## src/iepsel_pkg.sv

```systemverilog
// constants, register map and types for the enable gating and priority select block
package iepsel_pkg;

  // ---------------------------------------------------------------------
  // sizes
  // ---------------------------------------------------------------------
  localparam int NUM_IRQ  = 16;  // ids 0-3 soft, 4-7 private, 8-15 shared
  localparam int NUM_SGI  = 4;
  localparam int NUM_PRIV = 8;   // ids held in the redistributor
  localparam int ID_W     = 4;
  localparam int ADDR_W   = 8;
  localparam int DATA_W   = 32;
  localparam int PRIO_W   = 8;

  // ---------------------------------------------------------------------
  // priority width: five implemented bits, 32 levels
  // ---------------------------------------------------------------------
  localparam logic [7:0] PRIO_IMPL_MASK = 8'hF8;
  localparam logic [2:0] PRIO_BITS_FIELD = 3'h4;  // implemented bits minus one
  localparam logic [7:0] PRIO_RESET     = 8'h00;
  localparam logic [7:0] PRIO_NS_TOP    = 8'h80;
  localparam logic [3:0] RESERVED_ID    = 4'hF;
  localparam logic [7:0] RESERVED_PRIO  = 8'hA0;  // fixed, read only
  localparam logic [7:0] PMR_RESET      = 8'h00;

  // ---------------------------------------------------------------------
  // register byte offsets
  // ---------------------------------------------------------------------
  localparam logic [7:0] OFS_DIST_CTRL   = 8'h00;
  localparam logic [7:0] OFS_DIST_SET    = 8'h04;
  localparam logic [7:0] OFS_DIST_CLR    = 8'h08;
  localparam logic [7:0] OFS_REDIST_SET  = 8'h0C;
  localparam logic [7:0] OFS_REDIST_CLR  = 8'h10;
  localparam logic [7:0] OFS_REDIST_CTRL = 8'h14;
  localparam logic [7:0] OFS_GROUP       = 8'h18;
  localparam logic [7:0] OFS_PEND_SET    = 8'h1C;
  localparam logic [7:0] OFS_PEND_CLR    = 8'h20;
  localparam logic [7:0] OFS_CPU_GRP     = 8'h24;
  localparam logic [7:0] OFS_PMR         = 8'h28;
  localparam logic [7:0] OFS_CPU_CTRL    = 8'h2C;
  localparam logic [7:0] OFS_LPI_STAT    = 8'h30;
  localparam logic [3:0] OFS_PRIO_PAGE   = 4'h4;  // 0x40-0x4F, four ids a word

  // ---------------------------------------------------------------------
  // field positions
  // ---------------------------------------------------------------------
  localparam int BIT_GRP0      = 0;
  localparam int BIT_GRP1NS    = 1;
  localparam int BIT_GRP1S     = 2;
  localparam int BIT_LPI_EN    = 0;
  localparam int CTRL_ID_LSB   = 0;
  localparam int CTRL_FOUND    = 4;
  localparam int CTRL_PRI_LSB  = 8;

  // interrupt group of each id, two bits per id in the group register
  typedef enum logic [1:0] {
    GRP_ZERO   = 2'h0,
    GRP_ONE_NS = 2'h1,
    GRP_ONE_S  = 2'h2,
    GRP_NONE   = 2'h3
  } iepsel_grp_t;

endpackage : iepsel_pkg

```

## src/iepsel_top.sv

```systemverilog
// enable gating, priority storage and highest pending select for one processing element
//
// Implementation choices: the placing of the registers and the address-and-strobe port.
`timescale 1ns/1ps

module iepsel_top (
  // clock and reset
  input  wire logic                          i_clk,
  input  wire logic                          i_sys_rst,
  // register port
  input  wire logic [iepsel_pkg::ADDR_W-1:0] i_addr,
  input  wire logic [iepsel_pkg::DATA_W-1:0] i_wdata,
  input  wire logic                          i_wr,
  input  wire logic                          i_rd,
  input  wire logic                          i_nonsecure,
  output logic      [iepsel_pkg::DATA_W-1:0] o_rdata,
  // interrupt sources
  input  wire logic [iepsel_pkg::NUM_IRQ-1:iepsel_pkg::NUM_SGI] i_irq_line,
  input  wire logic                          i_lpi_set,
  // cpu interface side
  input  wire logic                          i_ack,
  output logic                               o_irq_valid,
  output logic      [iepsel_pkg::ID_W-1:0]   o_irq_id,
  output logic      [iepsel_pkg::PRIO_W-1:0] o_irq_prio,
  output logic      [1:0]                    o_irq_group,
  output logic                               o_retrieve,
  output logic                               o_release
);

  // -----------------------------------------------------------------------
  // storage
  // -----------------------------------------------------------------------
  logic [2:0]                          dist_ctrl;     // group enables at distributor
  logic [2:0]                          cpu_grp;       // group enables at cpu interface
  logic [iepsel_pkg::NUM_IRQ-1:0]      enable;
  logic [iepsel_pkg::NUM_IRQ-1:0]      pending;
  logic [2*iepsel_pkg::NUM_IRQ-1:0]    group_cfg;
  logic [7:0]                          pmr;
  logic                                lpi_enable;
  logic                                lpi_pending;
  logic [iepsel_pkg::NUM_IRQ-1:iepsel_pkg::NUM_SGI] line_prev;
  logic [7:0]                          prio [iepsel_pkg::NUM_IRQ];

  logic [3:0]                          dist_en4;
  logic [3:0]                          cpu_en4;
  logic [iepsel_pkg::NUM_IRQ-1:0]      cand;
  logic [iepsel_pkg::NUM_IRQ-1:0]      rise;
  logic [7:0]                          prio_rd [iepsel_pkg::NUM_IRQ];
  logic [iepsel_pkg::NUM_IRQ-1:0]      prio_wr_ns;
  logic [iepsel_pkg::NUM_IRQ-1:0]      low_bits_set;
  logic                                best_found;
  logic [iepsel_pkg::ID_W-1:0]         best_id;
  logic [7:0]                          best_prio;
  logic [1:0]                          best_grp;
  logic                                sig_ok;
  logic [iepsel_pkg::DATA_W-1:0]       next_rdata;
  logic [iepsel_pkg::NUM_IRQ-1:0]      next_pending;
  logic                                dist_fall;
  logic                                cpu_fall;
  logic                                wr_dist;
  logic                                wr_cpu;

  // reserved group code maps onto an always-zero enable bit
  assign dist_en4 = {1'b0, dist_ctrl};
  assign cpu_en4  = {1'b0, cpu_grp};
  assign wr_dist  = i_wr && (i_addr == iepsel_pkg::OFS_DIST_CTRL);
  assign wr_cpu   = i_wr && (i_addr == iepsel_pkg::OFS_CPU_GRP);

  // -----------------------------------------------------------------------
  // group enables
  // -----------------------------------------------------------------------
  // three distributor bits and three cpu bits, secure and nonsecure group one apart
  always_ff @(posedge i_clk) begin
    if (i_sys_rst) begin
      dist_ctrl <= 3'h0;
      cpu_grp   <= 3'h0;
    end else begin
      if (wr_dist) begin
        dist_ctrl <= i_wdata[2:0];
      end
      if (wr_cpu) begin
        cpu_grp <= i_wdata[2:0];
      end
    end
  end

  // -----------------------------------------------------------------------
  // individual enables
  // -----------------------------------------------------------------------
  // ids 0-7 through redistributor index zero, shared ids through distributor index one
  always_ff @(posedge i_clk) begin
    if (i_sys_rst) begin
      enable <= 16'h0000;
    end else if (i_wr) begin
      case (i_addr)
        iepsel_pkg::OFS_REDIST_SET: enable[7:0]  <= enable[7:0] | i_wdata[7:0];
        iepsel_pkg::OFS_REDIST_CLR: enable[7:0]  <= enable[7:0] & ~i_wdata[7:0];
        iepsel_pkg::OFS_DIST_SET:   enable[15:8] <= enable[15:8] | i_wdata[7:0];
        iepsel_pkg::OFS_DIST_CLR:   enable[15:8] <= enable[15:8] & ~i_wdata[7:0];
        default:                    enable       <= enable;
      endcase
    end
  end

  // -----------------------------------------------------------------------
  // group membership, mask, locality enable
  // -----------------------------------------------------------------------
  always_ff @(posedge i_clk) begin
    if (i_sys_rst) begin
      group_cfg  <= 32'h0000_0000;
      pmr        <= iepsel_pkg::PMR_RESET;
      lpi_enable <= 1'b0;
    end else if (i_wr) begin
      case (i_addr)
        iepsel_pkg::OFS_GROUP:       group_cfg  <= i_wdata;
        iepsel_pkg::OFS_PMR:         pmr        <= i_wdata[7:0];
        iepsel_pkg::OFS_REDIST_CTRL: lpi_enable <= i_wdata[iepsel_pkg::BIT_LPI_EN];
        default:                     pmr        <= pmr;
      endcase
    end
  end

  // -----------------------------------------------------------------------
  // pending state
  // -----------------------------------------------------------------------
  // edges pend whatever the enables say; sets win over same-cycle clears
  assign rise = {i_irq_line & ~line_prev, 4'h0};

  always_comb begin
    next_pending = pending;
    if (i_ack && o_irq_valid) begin
      next_pending[o_irq_id] = 1'b0;
    end
    if (i_wr && (i_addr == iepsel_pkg::OFS_PEND_CLR)) begin
      next_pending = next_pending & ~i_wdata[15:0];
    end
    next_pending = next_pending | rise;
    if (i_wr && (i_addr == iepsel_pkg::OFS_PEND_SET)) begin
      next_pending = next_pending | i_wdata[15:0];
    end
  end

  always_ff @(posedge i_clk) begin
    if (i_sys_rst) begin
      pending   <= 16'h0000;
      line_prev <= 12'h000;
    end else begin
      pending   <= next_pending;
      line_prev <= i_irq_line;
    end
  end

  // locality interrupts only pend while enabled; write one clears, set wins
  always_ff @(posedge i_clk) begin
    if (i_sys_rst) begin
      lpi_pending <= 1'b0;
    end else if (i_lpi_set && lpi_enable) begin
      lpi_pending <= 1'b1;
    end else if (i_wr && (i_addr == iepsel_pkg::OFS_LPI_STAT) && i_wdata[0]) begin
      lpi_pending <= 1'b0;
    end
  end

  // -----------------------------------------------------------------------
  // priority fields, one generate entry per id
  // -----------------------------------------------------------------------
  // ids 0-7 are this element's redistributor copies; shared ids live in distributor
  for (genvar g = 0; g < iepsel_pkg::NUM_IRQ; g++) begin : g_prio
    localparam logic [1:0] WORD = 2'(g / 4);
    logic [7:0] wbyte;
    logic       hit;
    logic       ns_own;
    assign wbyte  = i_wdata[8*(g%4) +: 8];
    assign hit    = i_wr && (i_addr[7:4] == iepsel_pkg::OFS_PRIO_PAGE)
                    && (i_addr[3:2] == WORD);
    assign ns_own = (group_cfg[2*g +: 2] == iepsel_pkg::GRP_ONE_NS);
    assign prio_wr_ns[g]   = hit && i_nonsecure && ns_own;
    assign low_bits_set[g] = |(prio[g] & ~iepsel_pkg::PRIO_IMPL_MASK);

    // nonsecure sees its own ids shifted up one bit, spreading the lower urgency half over the whole range; other ids read zero
    always_comb begin
      if (!i_nonsecure) begin
        prio_rd[g] = prio[g];
      end else if (ns_own) begin
        prio_rd[g] = {prio[g][6:0], 1'b0};
      end else begin
        prio_rd[g] = 8'h00;
      end
    end

    if (g == int'(iepsel_pkg::RESERVED_ID)) begin : g_fixed
      // reserved shared id, priority cannot be changed
      assign prio[g] = iepsel_pkg::RESERVED_PRIO;
    end else begin : g_rw
      // only implemented bits are stored, so all ones reads back 0xF8
      always_ff @(posedge i_clk) begin
        if (i_sys_rst) begin
          prio[g] <= iepsel_pkg::PRIO_RESET;
        end else if (hit && !i_nonsecure) begin
          prio[g] <= wbyte & iepsel_pkg::PRIO_IMPL_MASK;
        end else if (prio_wr_ns[g]) begin
          prio[g] <= (iepsel_pkg::PRIO_NS_TOP | {1'b0, wbyte[7:1]})
                     & iepsel_pkg::PRIO_IMPL_MASK;
        end
      end
    end

    // candidate needs pending, own enable and distributor group enable
    assign cand[g] = pending[g] && enable[g]
                     && dist_en4[group_cfg[2*g +: 2]];
  end

  // -----------------------------------------------------------------------
  // highest priority pending select
  // -----------------------------------------------------------------------
  // strict less-than keeps the lowest id on a tie, so the winner is stable
  always_comb begin
    best_found = 1'b0;
    best_id    = '0;
    best_prio  = 8'hFF;
    for (int i = 0; i < iepsel_pkg::NUM_IRQ; i++) begin
      if (cand[i] && (!best_found || (prio[i] < best_prio))) begin
        best_found = 1'b1;
        best_id    = 4'(i);
        best_prio  = prio[i];
      end
    end
  end

  // cpu-disabled winner is kept in the race: it masks but is not signaled
  assign best_grp = group_cfg[2*best_id +: 2];
  assign sig_ok   = best_found && cpu_en4[best_grp]
                    && (best_prio < pmr);

  // -----------------------------------------------------------------------
  // presentation to cpu interface
  // -----------------------------------------------------------------------
  // a write that drops the presented group's enable also yanks the interrupt back
  assign dist_fall = wr_dist && o_irq_valid && dist_en4[o_irq_group]
                     && !i_wdata[o_irq_group];
  assign cpu_fall  = wr_cpu && o_irq_valid && cpu_en4[o_irq_group]
                     && !i_wdata[o_irq_group];

  always_ff @(posedge i_clk) begin
    if (i_sys_rst) begin
      o_irq_valid <= 1'b0;
      o_irq_id    <= '0;
      o_irq_prio  <= 8'hFF;
      o_irq_group <= 2'h0;
      o_retrieve  <= 1'b0;
      o_release   <= 1'b0;
    end else begin
      o_irq_valid <= sig_ok;
      o_irq_id    <= best_id;
      o_irq_prio  <= best_prio;
      o_irq_group <= best_grp;
      o_retrieve  <= dist_fall;
      o_release   <= cpu_fall;
    end
  end

  // -----------------------------------------------------------------------
  // register read
  // -----------------------------------------------------------------------
  // data stands only in the cycle after the strobe, zero otherwise
  always_comb begin
    next_rdata = '0;
    if (i_rd) begin
      case (i_addr)
        iepsel_pkg::OFS_DIST_CTRL:   next_rdata[2:0] = dist_ctrl;
        iepsel_pkg::OFS_DIST_SET,
        iepsel_pkg::OFS_DIST_CLR:    next_rdata[7:0] = enable[15:8];
        iepsel_pkg::OFS_REDIST_SET,
        iepsel_pkg::OFS_REDIST_CLR:  next_rdata[7:0] = enable[7:0];
        iepsel_pkg::OFS_REDIST_CTRL: next_rdata[0]   = lpi_enable;
        iepsel_pkg::OFS_GROUP:       next_rdata      = group_cfg;
        iepsel_pkg::OFS_PEND_SET,
        iepsel_pkg::OFS_PEND_CLR:    next_rdata[15:0] = pending;
        iepsel_pkg::OFS_CPU_GRP:     next_rdata[2:0] = cpu_grp;
        iepsel_pkg::OFS_PMR:         next_rdata[7:0] = pmr;
        iepsel_pkg::OFS_CPU_CTRL: begin
          next_rdata[iepsel_pkg::CTRL_ID_LSB +: 4]  = best_id;
          next_rdata[iepsel_pkg::CTRL_FOUND]        = best_found;
          next_rdata[iepsel_pkg::CTRL_PRI_LSB +: 3] = iepsel_pkg::PRIO_BITS_FIELD;
        end
        iepsel_pkg::OFS_LPI_STAT:    next_rdata[0] = lpi_pending;
        default: begin
          if (i_addr[7:4] == iepsel_pkg::OFS_PRIO_PAGE) begin
            next_rdata = {prio_rd[4*i_addr[3:2]+3], prio_rd[4*i_addr[3:2]+2],
                          prio_rd[4*i_addr[3:2]+1], prio_rd[4*i_addr[3:2]]};
          end
        end
      endcase
    end
  end

  always_ff @(posedge i_clk) begin
    if (i_sys_rst) begin
      o_rdata <= '0;
    end else begin
      o_rdata <= next_rdata;
    end
  end

  for (genvar k = iepsel_pkg::NUM_SGI; k < iepsel_pkg::NUM_IRQ; k++) begin : g_chk

  end
endmodule : iepsel_top

```

## config.mk

```make
export PLATFORM = sky130hd
export DESIGN_NAME = iepsel_top
export DESIGN_NICKNAME = d
export VERILOG_FILES = /design/src/iepsel_pkg.sv /design/src/iepsel_top.sv
export SDC_FILE = /design/constraint.sdc
export NUM_CORES = 1
export LEC_CHECK = 0
export ABC_AREA = 1
export BUFFER_PORTS_ARGS = -buffer_cell sky130_fd_sc_hd__buf_2
export CAP_MARGIN = 10
export CORE_MARGIN = 3
export CORE_UTILIZATION = 55
export DETAILED_ROUTE_END_ITERATION = 10
export GPL_TIMING_DRIVEN = 0
export PLACE_DENSITY = 0.74
export SYNTH_ARGS = -nofsm -noshare
export SYNTH_HDL_FRONTEND = slang
export SYNTH_SLANG_ARGS = --single-unit
```

## constraint.sdc

```tcl
create_clock -name i_clk -period 39.8 [get_ports i_clk]
set_input_delay 1.99 -clock i_clk [delete_from_list [all_inputs] [get_ports i_clk]]
set_output_delay 1.99 -clock i_clk [all_outputs]
set_load 0.005 [all_outputs]
```

==> out/metrics.cfg <==
[power]
vdd_ir_drop_max_uv = 42.66
pwr_density_cell_nw_per_um2 = 30.94
p_leak_nw = 6.512

[cts]
post_cts_resized = 0
clk_pin_slew_ps = 70
clock-sinks = 214
cts_setup_buffers = 0
hold_buffers = 0
clk_latency_ps = 550
root_buffer = clkbuf_16
cts_max_level = 1
cts_buffer_depth = 3
cts_made_buffers = 24
cts_tree = yes

[route]
remaining_drc_errors = 0
vias = 17194
first_pass_iters = 6
drtIter0Drc = 2949
via_per_inst = 6.573
wl_mm = 66.63
wl_per_cell_um = 25.47
final_antenna_net_count = 0

[setup_path]
cp-start-kind = flop
setup.worst_path.class = reg2reg
slowest_delay_ps = 400
crit_required_ps = 40280
cp.arrival_ps = 23170
r2r-start = dist_ctrl[2]$_SDFFE_PP0P_
critPathMostFrequentCell = nand2_1
worstSetupEndpointType = flop
cp_max_fo = 10
slowest_stage = o21ai_0
critPathLaunch = dist_ctrl[2]$_SDFFE_PP0P_

[cells_and_area]
finish.instance_area_um2 = 15730
syn2layout_area_growth_pct = 12.25
fin_util = 0.6375
final_cell_mix = nand2_1 (341), o21ai_0 (292), inv_1 (285), a21oi_1 (228), dfxtp_1 (214)
layout_commonest_cell = nand2_1
finalNetCount = 2385
drive_above_1_share = 0.1139
finalNonFillerCells = 2616

[logic_synthesis]
synth_async_sr_flop_share = 0
yosysWarnings = 0
ys_ff_latch = 214
yosysTopAreaCellShare = 0.3057
netlist.top_cell.by_area = dfxtp_1
synth-main-ff-cell = dfxtp_1
avgSynthCellArea_um2 = 6.536
yosysSeqAreaShare = 0.3057
ys_types = 48
synth-edff-count = 0
netlist_area_um2 = 14010
synth_fp_nets = 2256
yosys-top-cells-area = dfxtp_1 (31%), o21ai_0 (10%), nand2_1 (9.1%), a21oi_1 (8.1%), inv_1 (7.6%)
synth_cells = 2144

[grt]
antenna_found_initial = 2
grt_start_max_net_pins = 14
grt_pass1_wl_mm = 97.89
grt_pass1_vias = 15858
grtUsageTotal = 0.4611
grt_overflow = 0

[placement]
post_dp_cell_area_um2 = 14940
placed_cells = 2570
dpl.hpwl_mm = 52.34
gp_congestion = 1.089
io_buffers = 100

[floorplan]
start_util = 0.5679
core-area_um2 = 24680
fp.dieH_um = 165.6
die_x_um = 165.6
std_cell_rows = 57
pin_count = 108
die_area_um2 = 27430

[worst_hold_path]
worst_hold_path_type = reg2reg

[sta]
clock.fmax_ghz = 0.04407
timing.setup.tns_ps = 0
tightest_slew_ps = 1350
max_slew_margin = 0.09330
final_max_slew_viol_count = 0
finalCriticalPeriod_ps = 22690
setup_viol = 0
rsz0062_at_grt = no
period_share = 0.5701
final.setup_skew_ps = 20.75
hold_violations = 0

[flow_run]
maxCapViolations = 0

[outcome]
status = completed

cell type report:
type / count / area (um^2)
multi-input combinational: 1550 / 8179
fill: 2256 / 8946
buffer: 87 / 452.9
clock inverter: 15 / 147.6
timing repair buffer: 103 / 526.8
inverter: 293 / 1102
clock buffer: 29 / 629.4
antenna: 1 / 2.502
tap: 324 / 405.4
sequential: 214 / 4284
synthesized netlist by cell type, types with 2 or more instances:
library cell  instances
o21ai_0             292
ha_1                 53
clkinv_1              2
nand3_2              17
inv_1               285
or2_2                25
o311ai_0              3
a211oi_1             21
nand3_1             132
nand2_2              30
o21ai_2               4
a31oi_1              35
nor4_1                3
buf_6                14
buf_2                 2
a32oi_1               2
a21oi_1             228
clkbuf_1             62
o2111ai_1             6
nand4_1              15
a311oi_1              6
nand2_4              11
nor3_1               28
inv_2                 5
o211ai_1             25
o221ai_1              6
a22oi_1               7
o21ai_1               2
a221oi_1              9
nor2_1              194
o22ai_1              26
nand2_1             341
buf_4                 5
o21a_1                5
dfxtp_1             214
and2_1                2
a32o_1                2
o21bai_1             12
buf_1                 4
metal layers:
metal / share of wire / vias to the layer above / GRT usage / wire (um)
met4: 0.079 / 0 / 0.2788 / 5287
met2: 0.41 / 1513 / 0.6948 / 27500
met3: 0.15 / 338 / 0.1313 / 9743
met5: 0 / - / 0 / 0
met1: 0.36 / 7804 / 0.5863 / 24100
li1: - / 7539 / - / -
cell families after synthesis:
kind of cell,count (synthesis),synth area share
AO/OA/AOI/OAI,696,0.2786
adder cells (fa/ha/maj),53,0.04732
buffers and inverters,380,0.1110
flip-flops,214,0.3057
AND/OR/NAND/NOR,801,0.2574
metrics by stage:
step | total power, mW | setup slack, ps | hold slack, ps
2_1_floorplan | 0.2407 | 21390 | 449.3
3_3_place_gp | 0.2611 | 18190 | 460.9
3_5_place_dp | 0.2613 | 17610 | 469.9
4_1_cts | 0.4800 | 17450 | 480.5
5_1_grt | 0.4932 | 15240 | 512.3
6_report | 0.4866 | 17110 | 483.6
flip-flops by register name, summed over array words and instances (netlist names), named ones only:
name         flops
prio            75
dist_ctrl        3
o_irq_id         4
cpu_grp          3
lpi_pending      1
lpi_enable       1
pending         16
line_prev       12
o_irq_prio       6
o_irq_valid      1
o_irq_group      2
o_retrieve       1
pmr              8
group_cfg       32
o_release        1
o_rdata         32
power by group:
part / switching (mW) / leakage (nW) / internal, mW
Combinational: 0.0320 / 4.40 / 0.00934
Sequential: 0.00223 / 1.73 / 0.216
Clock: 0.100 / 0.379 / 0.127
Total: 0.134 / 6.51 / 0.352
path summary, 6_finish.rpt:
check / endpoint / slack [ps] / depth (start not counted)
worst max-delay path: o_irq_valid$_SDFF_PP0_ / 17110 / 170
worst min-delay path: flop / 480 / 2
worst max register to register: o_irq_valid$_SDFF_PP0_ / 17110 / 170
worst min register to register: flop / 480 / 2
critical path, delay by kind of cell (launching register included):
| family | cells | cell delay [ps] |
|---|---|---|
| AOI/OAI and AO/OA | 34 | 6690 |
| and+or+nand+nor | 104 | 8070 |
| buffers and inverters | 17 | 3030 |
| adders and majority gates | 15 | 4480 |
| DFF | 1 | 320 |
(Power assumes the default switching activity.)
